--- src/common/phy_stats_params.svh ---
// offsets, field codes, reset values and timing counts of the phy statistics
`ifndef PHY_STATS_PARAMS_SVH
`define PHY_STATS_PARAMS_SVH

`define ADDR_LINK_INFO 8'h00
`define ADDR_ATT_PORTS 8'h04
`define ADDR_TX_ADDR_LO 8'h08
`define ADDR_TX_ADDR_HI 8'h0C
`define ADDR_ATT_ADDR_LO 8'h10
`define ADDR_ATT_ADDR_HI 8'h14
`define ADDR_EVT_DESC 8'h18
`define ADDR_EVT_CNT0 8'h20
`define ADDR_EVT_CNT1 8'h24
`define ADDR_EVT_CNT2 8'h28
`define ADDR_EVT_CNT3 8'h2C
`define ADDR_EVT_SRC 8'h30
`define ADDR_EVT_PEAK 8'h34
`define ADDR_RD_CMD_LO 8'h40
`define ADDR_RD_CMD_HI 8'h44
`define ADDR_WR_CMD_LO 8'h48
`define ADDR_WR_CMD_HI 8'h4C
`define ADDR_BLK_RX_LO 8'h50
`define ADDR_BLK_RX_HI 8'h54
`define ADDR_BLK_TX_LO 8'h58
`define ADDR_BLK_TX_HI 8'h5C
`define ADDR_UNSUP_FIRST 8'h60
`define ADDR_UNSUP_LAST 8'h7C
`define ADDR_IDLE_LO 8'h80
`define ADDR_IDLE_HI 8'h84
`define ADDR_TI_EXP 8'h88
`define ADDR_TI_INT 8'h8C
`define ADDR_STAT_PARAM 8'h90
`define ADDR_MODE 8'hA0

`define EVT_DESC_LEN 8'h0C
`define EVT_DESC_NUM 8'h04
`define EVT_SRC_INVALID 8'h01
`define EVT_SRC_DISPARITY 8'h02
`define EVT_SRC_SYNC_LOSS 8'h03
`define EVT_SRC_RESET_PROB 8'h04
`define EVT_PEAK_THRESH 32'h0000_0000
`define STAT_PARAM_CODE 16'h0001
`define STAT_PARAM_LEN 8'h40
`define RATE_BASE 2'b10
`define RATE_NONE 4'h0
`define REASON_CLEAR 4'h0
`define GEN_UNKNOWN 8'h00
`define GEN_WRAP 8'h01
`define GEN_MAX 8'hFF
`define MODE_RESET 8'h00

`define TI_EXPONENT 32'h0000_0002
`define TI_INTEGER 32'h0000_0005
`define IDLE_INTERVAL_MS 50
`define CLK_FREQ_MHZ 250
`define IDLE_TICK_CYCLES (`IDLE_INTERVAL_MS * 1000 * `CLK_FREQ_MHZ)

`endif

--- src/common/phy_stats_pkg.sv ---
// types shared by the phy statistics block
package phy_stats_pkg;

    typedef struct packed {
        logic [2:0] dev_type;
        logic [3:0] reason;
        logic [2:0] init_ports;
        logic [2:0] tgt_ports;
        logic [63:0] sas_addr;
        logic [7:0] phy_id;
    } identify_rx_t;

    typedef struct packed {
        logic [3:0] reason;
        logic [63:0] sas_addr;
    } identify_tx_t;

    typedef struct packed {
        logic reset_problem;
        logic sync_loss;
        logic disparity;
        logic invalid_dword;
    } phy_events_t;

endpackage : phy_stats_pkg

--- src/phy_stats.sv ---
// phy event counters, link information and general i/o statistics
//
// The address-and-strobe port and the register offsets were chosen for this implementation.
`timescale 1ns/1ps
`default_nettype none
`include "phy_stats_params.svh"

module phy_stats
    import phy_stats_pkg::*;
#(
    parameter int BLK_W = 16,
    parameter int IDLE_TICK_CYCLES = `IDLE_TICK_CYCLES
) (
    input wire logic clk,
    input wire logic rst,
    input wire logic [7:0] addr,
    input wire logic [31:0] wdata,
    input wire logic wr,
    input wire logic rd,
    output logic [31:0] rdata,
    input wire phy_events_t phy_evt,
    input wire logic reset_seq_active,
    input wire logic dword_sync,
    input wire logic link_up,
    input wire logic phy_enabled,
    input wire logic [1:0] rate_sel,
    input wire logic virtual_phy,
    input wire logic sata_attached,
    input wire logic d2h_fis_rx,
    input wire logic id_rx_valid,
    input wire identify_rx_t id_rx,
    input wire logic id_tx_valid,
    input wire identify_tx_t id_tx,
    input wire logic rd_cmd,
    input wire logic wr_cmd,
    input wire logic blk_rx_valid,
    input wire logic [BLK_W-1:0] blk_rx_count,
    input wire logic blk_tx_valid,
    input wire logic [BLK_W-1:0] blk_tx_count,
    input wire logic task_set_empty,
    input wire logic cmd_active,
    output logic [7:0] generation
);

    localparam logic [31:0] EVT_MAX = 32'hFFFF_FFFF;
    localparam logic [31:0] TICK_LAST = 32'(IDLE_TICK_CYCLES - 1);

    logic [31:0] evt_cnt_reg [4];
    logic [3:0] evt_hit;
    logic [3:0] rate_reg;
    logic [3:0] reason_reg;
    logic [3:0] att_reason_reg;
    identify_rx_t att_reg;
    logic [63:0] tx_addr_reg;
    logic [7:0] gen_reg;
    logic [7:0] mode_reg;
    logic gen_bump;
    logic [63:0] rd_cmd_reg;
    logic [63:0] wr_cmd_reg;
    logic [63:0] blk_rx_reg;
    logic [63:0] blk_tx_reg;
    logic [63:0] idle_cnt_reg;
    logic [31:0] tick_reg;
    logic idle;
    logic idle_tick;
    logic [31:0] rdata_reg;
    logic [31:0] rdata_next;
    logic [31:0] snap_reg;
    logic [31:0] snap_next;
    logic snap_load;

    // event qualification
    assign evt_hit[0] = phy_evt.invalid_dword && !reset_seq_active;
    assign evt_hit[1] = phy_evt.disparity && dword_sync;
    assign evt_hit[2] = phy_evt.sync_loss;
    assign evt_hit[3] = phy_evt.reset_problem;

    // one saturating counter per event source
    genvar g;
    generate
        for (g = 0; g < 4; g++) begin : g_evt
            always_ff @(posedge clk or posedge rst) begin
                if (rst) begin
                    evt_cnt_reg[g] <= 32'h0000_0000;
                end else if (evt_hit[g] && evt_cnt_reg[g] != EVT_MAX) begin
                    evt_cnt_reg[g] <= evt_cnt_reg[g] + 32'h0000_0001;
                end
            end
        end
    endgenerate

    // link rate from the last link reset
    always_ff @(posedge clk or posedge rst) begin
        if (rst) begin
            rate_reg <= `RATE_NONE;
        end else if (link_up) begin
            if (phy_enabled) begin
                rate_reg <= {`RATE_BASE, rate_sel};
            end else begin
                rate_reg <= `RATE_NONE;
            end
        end
    end

    // received identify frame contents
    always_ff @(posedge clk or posedge rst) begin
        if (rst) begin
            att_reg <= '0;
        end else if (id_rx_valid) begin
            att_reg <= id_rx;
        end
    end

    // attached reason: virtual phy and sata fis force zero
    always_ff @(posedge clk or posedge rst) begin
        if (rst) begin
            att_reason_reg <= `REASON_CLEAR;
        end else if (virtual_phy) begin
            att_reason_reg <= `REASON_CLEAR;
        end else if (sata_attached && d2h_fis_rx) begin
            att_reason_reg <= `REASON_CLEAR;
        end else if (id_rx_valid) begin
            att_reason_reg <= id_rx.reason;
        end
    end

    // transmitted identify frame: own address and reset cause
    always_ff @(posedge clk or posedge rst) begin
        if (rst) begin
            tx_addr_reg <= 64'h0000_0000_0000_0000;
            reason_reg <= `REASON_CLEAR;
        end else if (id_tx_valid) begin
            tx_addr_reg <= id_tx.sas_addr;
            reason_reg <= id_tx.reason;
        end
    end

    // mode settings; only a write that changes them bumps the generation
    assign gen_bump = wr && addr == `ADDR_MODE && wdata[7:0] != mode_reg;

    always_ff @(posedge clk or posedge rst) begin
        if (rst) begin
            mode_reg <= `MODE_RESET;
        end else if (wr && addr == `ADDR_MODE) begin
            mode_reg <= wdata[7:0];
        end
    end

    always_ff @(posedge clk or posedge rst) begin
        if (rst) begin
            gen_reg <= `GEN_UNKNOWN;
        end else if (gen_bump) begin
            if (gen_reg == `GEN_MAX) begin
                gen_reg <= `GEN_WRAP;
            end else begin
                gen_reg <= gen_reg + 8'h01;
            end
        end
    end

    assign generation = gen_reg;

    // command and block statistics; 64 bits cannot wrap in service life
    always_ff @(posedge clk or posedge rst) begin
        if (rst) begin
            rd_cmd_reg <= 64'h0000_0000_0000_0000;
            wr_cmd_reg <= 64'h0000_0000_0000_0000;
        end else begin
            if (rd_cmd) begin
                rd_cmd_reg <= rd_cmd_reg + 64'h0000_0000_0000_0001;
            end
            if (wr_cmd) begin
                wr_cmd_reg <= wr_cmd_reg + 64'h0000_0000_0000_0001;
            end
        end
    end

    always_ff @(posedge clk or posedge rst) begin
        if (rst) begin
            blk_rx_reg <= 64'h0000_0000_0000_0000;
            blk_tx_reg <= 64'h0000_0000_0000_0000;
        end else begin
            if (blk_rx_valid) begin
                blk_rx_reg <= blk_rx_reg + 64'(blk_rx_count);
            end
            if (blk_tx_valid) begin
                blk_tx_reg <= blk_tx_reg + 64'(blk_tx_count);
            end
        end
    end

    // idle divider holds its partial interval across busy periods
    assign idle = task_set_empty && !cmd_active;
    assign idle_tick = idle && tick_reg == TICK_LAST;

    always_ff @(posedge clk or posedge rst) begin
        if (rst) begin
            tick_reg <= 32'h0000_0000;
        end else if (idle_tick) begin
            tick_reg <= 32'h0000_0000;
        end else if (idle) begin
            tick_reg <= tick_reg + 32'h0000_0001;
        end
    end

    always_ff @(posedge clk or posedge rst) begin
        if (rst) begin
            idle_cnt_reg <= 64'h0000_0000_0000_0000;
        end else if (idle_tick) begin
            idle_cnt_reg <= idle_cnt_reg + 64'h0000_0000_0000_0001;
        end
    end

    // read mux; a counter low-word read snapshots the high word so that a
    // lo-then-hi pair is coherent even while the counter moves
    always_comb begin
        rdata_next = 32'h0000_0000;
        snap_next = 32'h0000_0000;
        snap_load = 1'b0;
        case (addr)
            `ADDR_LINK_INFO: begin
                rdata_next = {8'h00, gen_reg, 1'b0, att_reg.dev_type,
                              att_reason_reg, reason_reg, rate_reg};
            end
            `ADDR_ATT_PORTS: begin
                rdata_next = {16'h0000, att_reg.phy_id, 1'b0,
                              att_reg.tgt_ports, 1'b0, att_reg.init_ports};
            end
            `ADDR_TX_ADDR_LO: rdata_next = tx_addr_reg[31:0];
            `ADDR_TX_ADDR_HI: rdata_next = tx_addr_reg[63:32];
            `ADDR_ATT_ADDR_LO: rdata_next = att_reg.sas_addr[31:0];
            `ADDR_ATT_ADDR_HI: rdata_next = att_reg.sas_addr[63:32];
            `ADDR_EVT_DESC: begin
                rdata_next = {16'h0000, `EVT_DESC_NUM, `EVT_DESC_LEN};
            end
            `ADDR_EVT_CNT0: rdata_next = evt_cnt_reg[0];
            `ADDR_EVT_CNT1: rdata_next = evt_cnt_reg[1];
            `ADDR_EVT_CNT2: rdata_next = evt_cnt_reg[2];
            `ADDR_EVT_CNT3: rdata_next = evt_cnt_reg[3];
            `ADDR_EVT_SRC: begin
                rdata_next = {`EVT_SRC_RESET_PROB, `EVT_SRC_SYNC_LOSS,
                              `EVT_SRC_DISPARITY, `EVT_SRC_INVALID};
            end
            `ADDR_EVT_PEAK: rdata_next = `EVT_PEAK_THRESH;
            `ADDR_RD_CMD_LO: begin
                rdata_next = rd_cmd_reg[31:0];
                snap_next = rd_cmd_reg[63:32];
                snap_load = 1'b1;
            end
            `ADDR_WR_CMD_LO: begin
                rdata_next = wr_cmd_reg[31:0];
                snap_next = wr_cmd_reg[63:32];
                snap_load = 1'b1;
            end
            `ADDR_BLK_RX_LO: begin
                rdata_next = blk_rx_reg[31:0];
                snap_next = blk_rx_reg[63:32];
                snap_load = 1'b1;
            end
            `ADDR_BLK_TX_LO: begin
                rdata_next = blk_tx_reg[31:0];
                snap_next = blk_tx_reg[63:32];
                snap_load = 1'b1;
            end
            `ADDR_IDLE_LO: begin
                rdata_next = idle_cnt_reg[31:0];
                snap_next = idle_cnt_reg[63:32];
                snap_load = 1'b1;
            end
            `ADDR_RD_CMD_HI, `ADDR_WR_CMD_HI, `ADDR_BLK_RX_HI,
            `ADDR_BLK_TX_HI, `ADDR_IDLE_HI: begin
                rdata_next = snap_reg;
            end
            `ADDR_TI_EXP: rdata_next = `TI_EXPONENT;
            `ADDR_TI_INT: rdata_next = `TI_INTEGER;
            `ADDR_STAT_PARAM: begin
                rdata_next = {8'h00, `STAT_PARAM_LEN, `STAT_PARAM_CODE};
            end
            `ADDR_MODE: rdata_next = {24'h00_0000, mode_reg};
            default: begin
                // unsupported interval and weighted words fall here as zero
                rdata_next = 32'h0000_0000;
            end
        endcase
    end

    always_ff @(posedge clk or posedge rst) begin
        if (rst) begin
            rdata_reg <= 32'h0000_0000;
        end else if (rd) begin
            rdata_reg <= rdata_next;
        end else begin
            rdata_reg <= 32'h0000_0000;
        end
    end

    always_ff @(posedge clk or posedge rst) begin
        if (rst) begin
            snap_reg <= 32'h0000_0000;
        end else if (rd && snap_load) begin
            snap_reg <= snap_next;
        end
    end

    assign rdata = rdata_reg;
endmodule : phy_stats
`default_nettype wire

--- config.mk ---
export PLATFORM = sky130hd
export DESIGN_NAME = phy_stats
export DESIGN_NICKNAME = d
export VERILOG_FILES = /design/src/common/phy_stats_pkg.sv /design/src/phy_stats.sv
export VERILOG_INCLUDE_DIRS = /design/src /design/src/common
export SDC_FILE = /design/constraint.sdc
export NUM_CORES = 2
export LEC_CHECK = 0
export BUFFER_PORTS_ARGS = -buffer_cell sky130_fd_sc_hd__buf_2
export CAP_MARGIN = 20
export CORE_MARGIN = 4
export CORE_UTILIZATION = 62
export CTS_BUF_LIST = sky130_fd_sc_hd__clkbuf_4 sky130_fd_sc_hd__clkbuf_8 sky130_fd_sc_hd__clkbuf_16
export CTS_CLUSTER_DIAMETER = 80
export DETAILED_ROUTE_END_ITERATION = 10
export PLACE_DENSITY = 0.79
export SLEW_MARGIN = 25
export SYNTH_ARGS = -nofsm -noshare
export SYNTH_HDL_FRONTEND = slang
export SYNTH_SLANG_ARGS = --single-unit
export TNS_END_PERCENT = 30
--- constraint.sdc ---
create_clock -name clk -period 39.5 [get_ports clk]
set_input_delay 1.975 -clock clk [delete_from_list [all_inputs] [get_ports clk]]
set_output_delay 1.975 -clock clk [all_outputs]
set_load 0.02 [all_outputs]
Word level (Yosys, flattened, before mapping). Index checks and enable logic that the tools add are counted.

Word-level logic and storage cells: 96. Bits of input ports: 250. ROM bits: 0. Bits in latches: 0. Output and inout bits: 40. Memories: 0. Memory bits (writable): 0. Bits in registers: 717.

Muxes and demuxes: 11. Shift operators: 0. Reductions and logical operators: 19. Bitwise gates (word level): 0. $mul: 0. Magnitude comparators: 0. Add/subtract/negate cells: 11. Eq/ne operators: 32. Divide/modulo/power cells: 0.

Operators by type and width (number): $pmux 32 s22 (1); $add 64x1->64 const B (3); $add 32x1->32 const B (5); $pmux 32 s5 (1); $add 64x16->64 (2); $ne 32x32->1 const B (4); $mux 32 (3); $eq 8x7->1 const B (8); $eq 8x8->1 const B (7); $eq 8x6->1 const B (5); $eq 32x24->1 const B (1); $eq 8x5->1 const B (3); $eq 8x4->1 const B (2); $mux 4 (4); $logic_and 1x1->1 (12); $reduce_or 5->1 (2); $add 8x1->8 const B (1); $eq 8x3->1 const B (1); $logic_not 8->1 (1); $mux 8 (1); $ne 8x8->1 (1); $reduce_bool 3->1 (1); $logic_not 1->1 (2); $reduce_bool 2->1 (1); $mux 1 (1).

Longest topological paths before layout.
Word-level depth: 4. Gate-level depth with buffers: 11. Gate-level depth less buffers: 9.

Least setup slack after synthesis. Ideal clock, no wire load.

Path type: input-to-reg. Start: input blk_tx_count[0]. End: register blk_tx_reg[40]. Data arrival time: 4.096 ns. Buffers on the path: 1. Stages on the path: 10. Path slack: 35.281 ns. Required time: 39.377 ns. Cells stage by stage: ha_1 fa_1 a211oi_1 o211ai_1 nand2_1 o311ai_0 and3_1 buf_2 and4_1 xor2_1.

Word-level cells in the longest chain between the ends: 1.

RTL lines: start, declared (RTL line phy_stats.sv:39) `input wire logic [BLK_W-1:0] blk_tx_count,`; $add 64x16->64 (RTL line phy_stats.sv:187) `blk_tx_reg <= blk_tx_reg + 64'(blk_tx_count);`; end signal, assigned (RTL line phy_stats.sv:187); end, declared (RTL line phy_stats.sv:61) `logic [63:0] blk_tx_reg;`.

No other way between the ends. A chain may end at the register's enable or synchronous reset.

Worst setup path after layout.
Start: input addr[5]. End: register rdata_reg[31] (netlist: rdata[31]).

Word-level cells in the longest chain between the ends: 4. Elaborated cells between the ends (all ways): 29. Those cells by class: eq/ne: 25; mux: 2; reduce/logical: 2.

RTL lines: start, declared (RTL line phy_stats.sv:16) `input wire logic [7:0] addr,`; $eq 8x7->1 / $eq 8x8->1 (equally long branches) (RTL line phy_stats.sv:220) `case (addr)`; $reduce_or 5->1 (RTL line phy_stats.sv:220); $pmux 32 s22 * (RTL line phy_stats.sv:220); $mux 32 * (RTL line phy_stats.sv:290) `end else if (rd) begin`; end signal, assigned (RTL line phy_stats.sv:291) `rdata_reg <= rdata_next;`; end, declared (RTL line phy_stats.sv:66) `logic [31:0] rdata_reg;`.

Mark *: on every way between the ends. The rest lies on a longest branch, timed or not.

==> impl_metrics.tcl <==
set metrics [dict create \
    setup_tns_ns 0 \
    cts-root-buf "clkbuf_16" \
    core_area_sq_um 57900 \
    hold_viol_final 0 \
    synthTopCellsByArea "dfrtp_1 49%, xnor2_1 8.0%, mux2_2 6.2%" \
    row_count 88 \
    cp_max_fo 48 \
    h-tree-depth 3 \
    rsz0062_at_grt "false" \
    cts_tree "built" \
    synth_top_cell_area_share_pct 49.3 \
    die_w_microns 250 \
    grt_util_all_layers_pct 38.5 \
    clock-sinks 716 \
    dpl.hpwl_microns 89400 \
    ctsResizeCount 0 \
    design_area_sq_um 41000 \
    fin_crit_ns 5.24 \
    holdBufCountCts 0 \
    pre_cts_ws_ns 33.89 \
    critical_path_required_ns 39.98 \
    start_kind "input pin" \
    io_buffers 265 \
    seq_area_sq_um 17900 \
    drive_gt1_share_pct 17.8 \
    worst-r2r-cell-count 10 \
    worst_slew_margin_rel_pct 24.9 \
    post-route-period-util_pct 13.3 \
    numCtsBuffers 75 \
    hold_depth 1 \
    largest_reg_flops 128 \
    synthDistinctLibCells 80 \
    ys_seq_area_share_pct 49.3 \
    vias 30200 \
    yosysTopAreaCell "dfrtp_1" \
    clk_pin_slew_worst_paths_ns 0.06 \
    nets 4005 \
    grt_max_degree 158 \
    hold_end "tick_reg[4]" \
    die_area_sq_um 62600 \
    synth_edf_count 0 \
    synth_seq_cells 716 \
    max_cap_violations 0 \
    grt_overflow_total 0 \
    worst_slew_pin_slew_ns 1.11 \
    drt_iter0_drc 4013 \
    r2r_slack_ns 36.07 \
    grt_pass1_vias 29100 \
    slew_violations 0 \
    finalSetupViolCount 0 \
    post-cts-setup-buffer-count 0 \
    critPathKind "in -> reg" \
    ys.flop_type "dfrtp_1" \
    gp_congestion 1.02 \
    clkLatencyLatePin_ns 0.62 \
    fin_skew_ns 0.0141 \
    grt_pass1_wl_microns 183000 \
    status "complete, no violations" \
    synth_area_per_cell_sq_um 10.4 \
    power.density_nw_per_um2 47.2 \
    ys_async_sr_fraction_pct 100 \
    min_path_type "reg -> reg" \
    reg2reg_to "blk_tx_reg[40]" \
    layout_setup_ws_ns 34.26 \
    worst_hold_slack_ns 0.468 \
    cp-end-kind "flip-flop" \
    synthToLayoutAreaGrowth_pct 12.7 \
    crit_arrival_ns 5.72 \
    syn_area_sq_um 36300 \
    r2r_start "blk_tx_reg[0]" \
    p_leak_nw 18.1 \
    drt_wl_total_microns 123000 \
    drt_pass1_iterations 7 \
    fmax_mhz 191 \
    hold_start "tick_reg[4]" \
    multi_input_area_sq_um 17700 \
    place_area_sq_um 38400 \
    vdd_drop_max_mv 0.0437 \
    ant_nets 0 \
    nFillCells 4343 \
    antenna_found_initial 4 \
    clk_path_buf_depth 3 \
    die_y_microns 250 \
    syn_nets 3779 \
    synthCells 3486 \
    remaining_drc_errors 0 \
    ios 290 \
    viasPerCell 6.66 \
    initial_core_util_pct 62.8 \
    yosys_warnings 0 \
    wl_per_cell_microns 27.1 \
]
==> cell usage in the layout (no fill, tap or decap), types with 41 or more instances in the layout <==
master | synthesis | final
a21oi_1 | 124 | 124
xor2_1 | 137 | 137
mux2_2 | 200 | 200
o21ai_0 | 90 | 89
nand4_1 | 122 | 122
mux2i_1 | 58 | 58
inv_1 | 59 | 58
nand3_1 | 210 | 209
a22oi_1 | 139 | 139
nor2_1 | 186 | 181
nor3_1 | 70 | 69
clkbuf_16 | 0 | 77
buf_2 | 13 | 263
nand2_1 | 320 | 320
dfrtp_1 | 716 | 716
xnor2_1 | 330 | 330
and3_1 | 99 | 99
ha_1 | 41 | 41
==> stage by stage <==
| stage | util, % | instances | total power, mW |
|---|---|---|---|
| final | 70.8 | 4533 | 1.93 |
| after global routing | 70.7 | 4531 | 2.00 |
| after CTS | 70.7 | 4530 | 1.93 |
| after detailed placement | 66.3 | 4400 | 1.20 |
| after global placement | 66.3 | 4400 | 1.19 |
| after floorplan | - | 3486 | 1.08 |
==> layer usage <==
layer / vias to the layer above / global-route usage (%) / share of wire, %
li1: 13100 / - / -
met3: 399 / 9.95 / 11
met1: 14900 / 51.2 / 38
met5: - / 0 / 0.0098
met2: 1806 / 58.2 / 44
met4: 2 / 21.1 / 6.8
==> kinds of logic (layout without fill, tap and decap cells) <==
logic type | count (synthesis) | count (layout) | synth area share [%]
simple gates | 1202 | 1202 | 17.0
flops | 716 | 716 | 49.3
compound gates | 585 | 585 | 10.9
xor+xnor | 467 | 467 | 11.3
mux | 258 | 258 | 7.79
buf+inv | 215 | 494 | 2.27
fa+ha+maj | 43 | 43 | 1.52
other cells | 0 | 3 | 0
==> cell usage after synthesis (4+ instances only) <==
master,count
nor3_1,70
dfrtp_1,716
nand3_1,210
nor3_4,4
and2_1,39
a221oi_1,29
o21bai_1,9
o21a_1,9
a32o_1,7
a21oi_1,124
mux2_2,200
and4_1,36
o22ai_1,25
o211ai_1,7
clkbuf_1,115
nor4_1,26
a31oi_1,32
buf_1,28
a32oi_1,6
ha_1,41
a22oi_1,139
a222oi_1,14
mux2i_1,58
nand4_1,122
nor3b_1,8
o31ai_1,8
nand2b_1,7
a311oi_1,4
a21o_1,11
and3_1,99
buf_2,13
xnor2_1,330
a221o_1,6
o221ai_1,5
nor2_1,186
nor2b_1,25
o21ai_0,90
a211oi_1,22
nand2_1,320
xor2_1,137
or2_2,4
o32ai_1,6
or3_1,15
a22o_1,10
inv_1,59
==> power breakdown <==
group	internal (mW)	switching, mW	total (mW)
registers	0.794	0.0888	0.883
logic	0.141	0.172	0.313
clock network	0.438	0.297	0.736
==> worst max-delay path by stage <==
| stage | slack (ns) | depth (start not counted) | endpoint | from |
|---|---|---|---|---|
| finish | 34.26 | 9 | rdata[31] | addr[5] |
| global route | 34.43 | 9 | rdata[31] | addr[5] |
| CTS | 34.54 | 9 | rdata[31] | addr[5] |
| detailed placement | 33.89 | 9 | rdata[31] | addr[5] |
| global placement | 33.92 | 9 | rdata[31] | addr[5] |
| floorplan | 17.44 | 1 | att_reason_reg[0] | rst |
==> layout make-up <==
cell class	instances	share of cell area [%]
Timing Repair Buffer	305	4.05
Tap cell	765	2.34
Sequential cell	716	43.7
Antenna cell	3	0.0183
Clock buffer	107	5.54
Clock inverter	23	0.672
Multi-Input combinational cell	2555	43.1
Inverter	59	0.559
==> worst max-delay path: stages <==
cell	delay (ns)
buf_2	0.22
buf_4	0.63
nand2b_1	0.45
nor2_4	0.58
buf_4	0.44
nand2_1	0.20
o21ai_0	0.60
a22oi_1	0.14
a31oi_1	0.44
No activity file was read; power rests on OpenSTA's default activity.
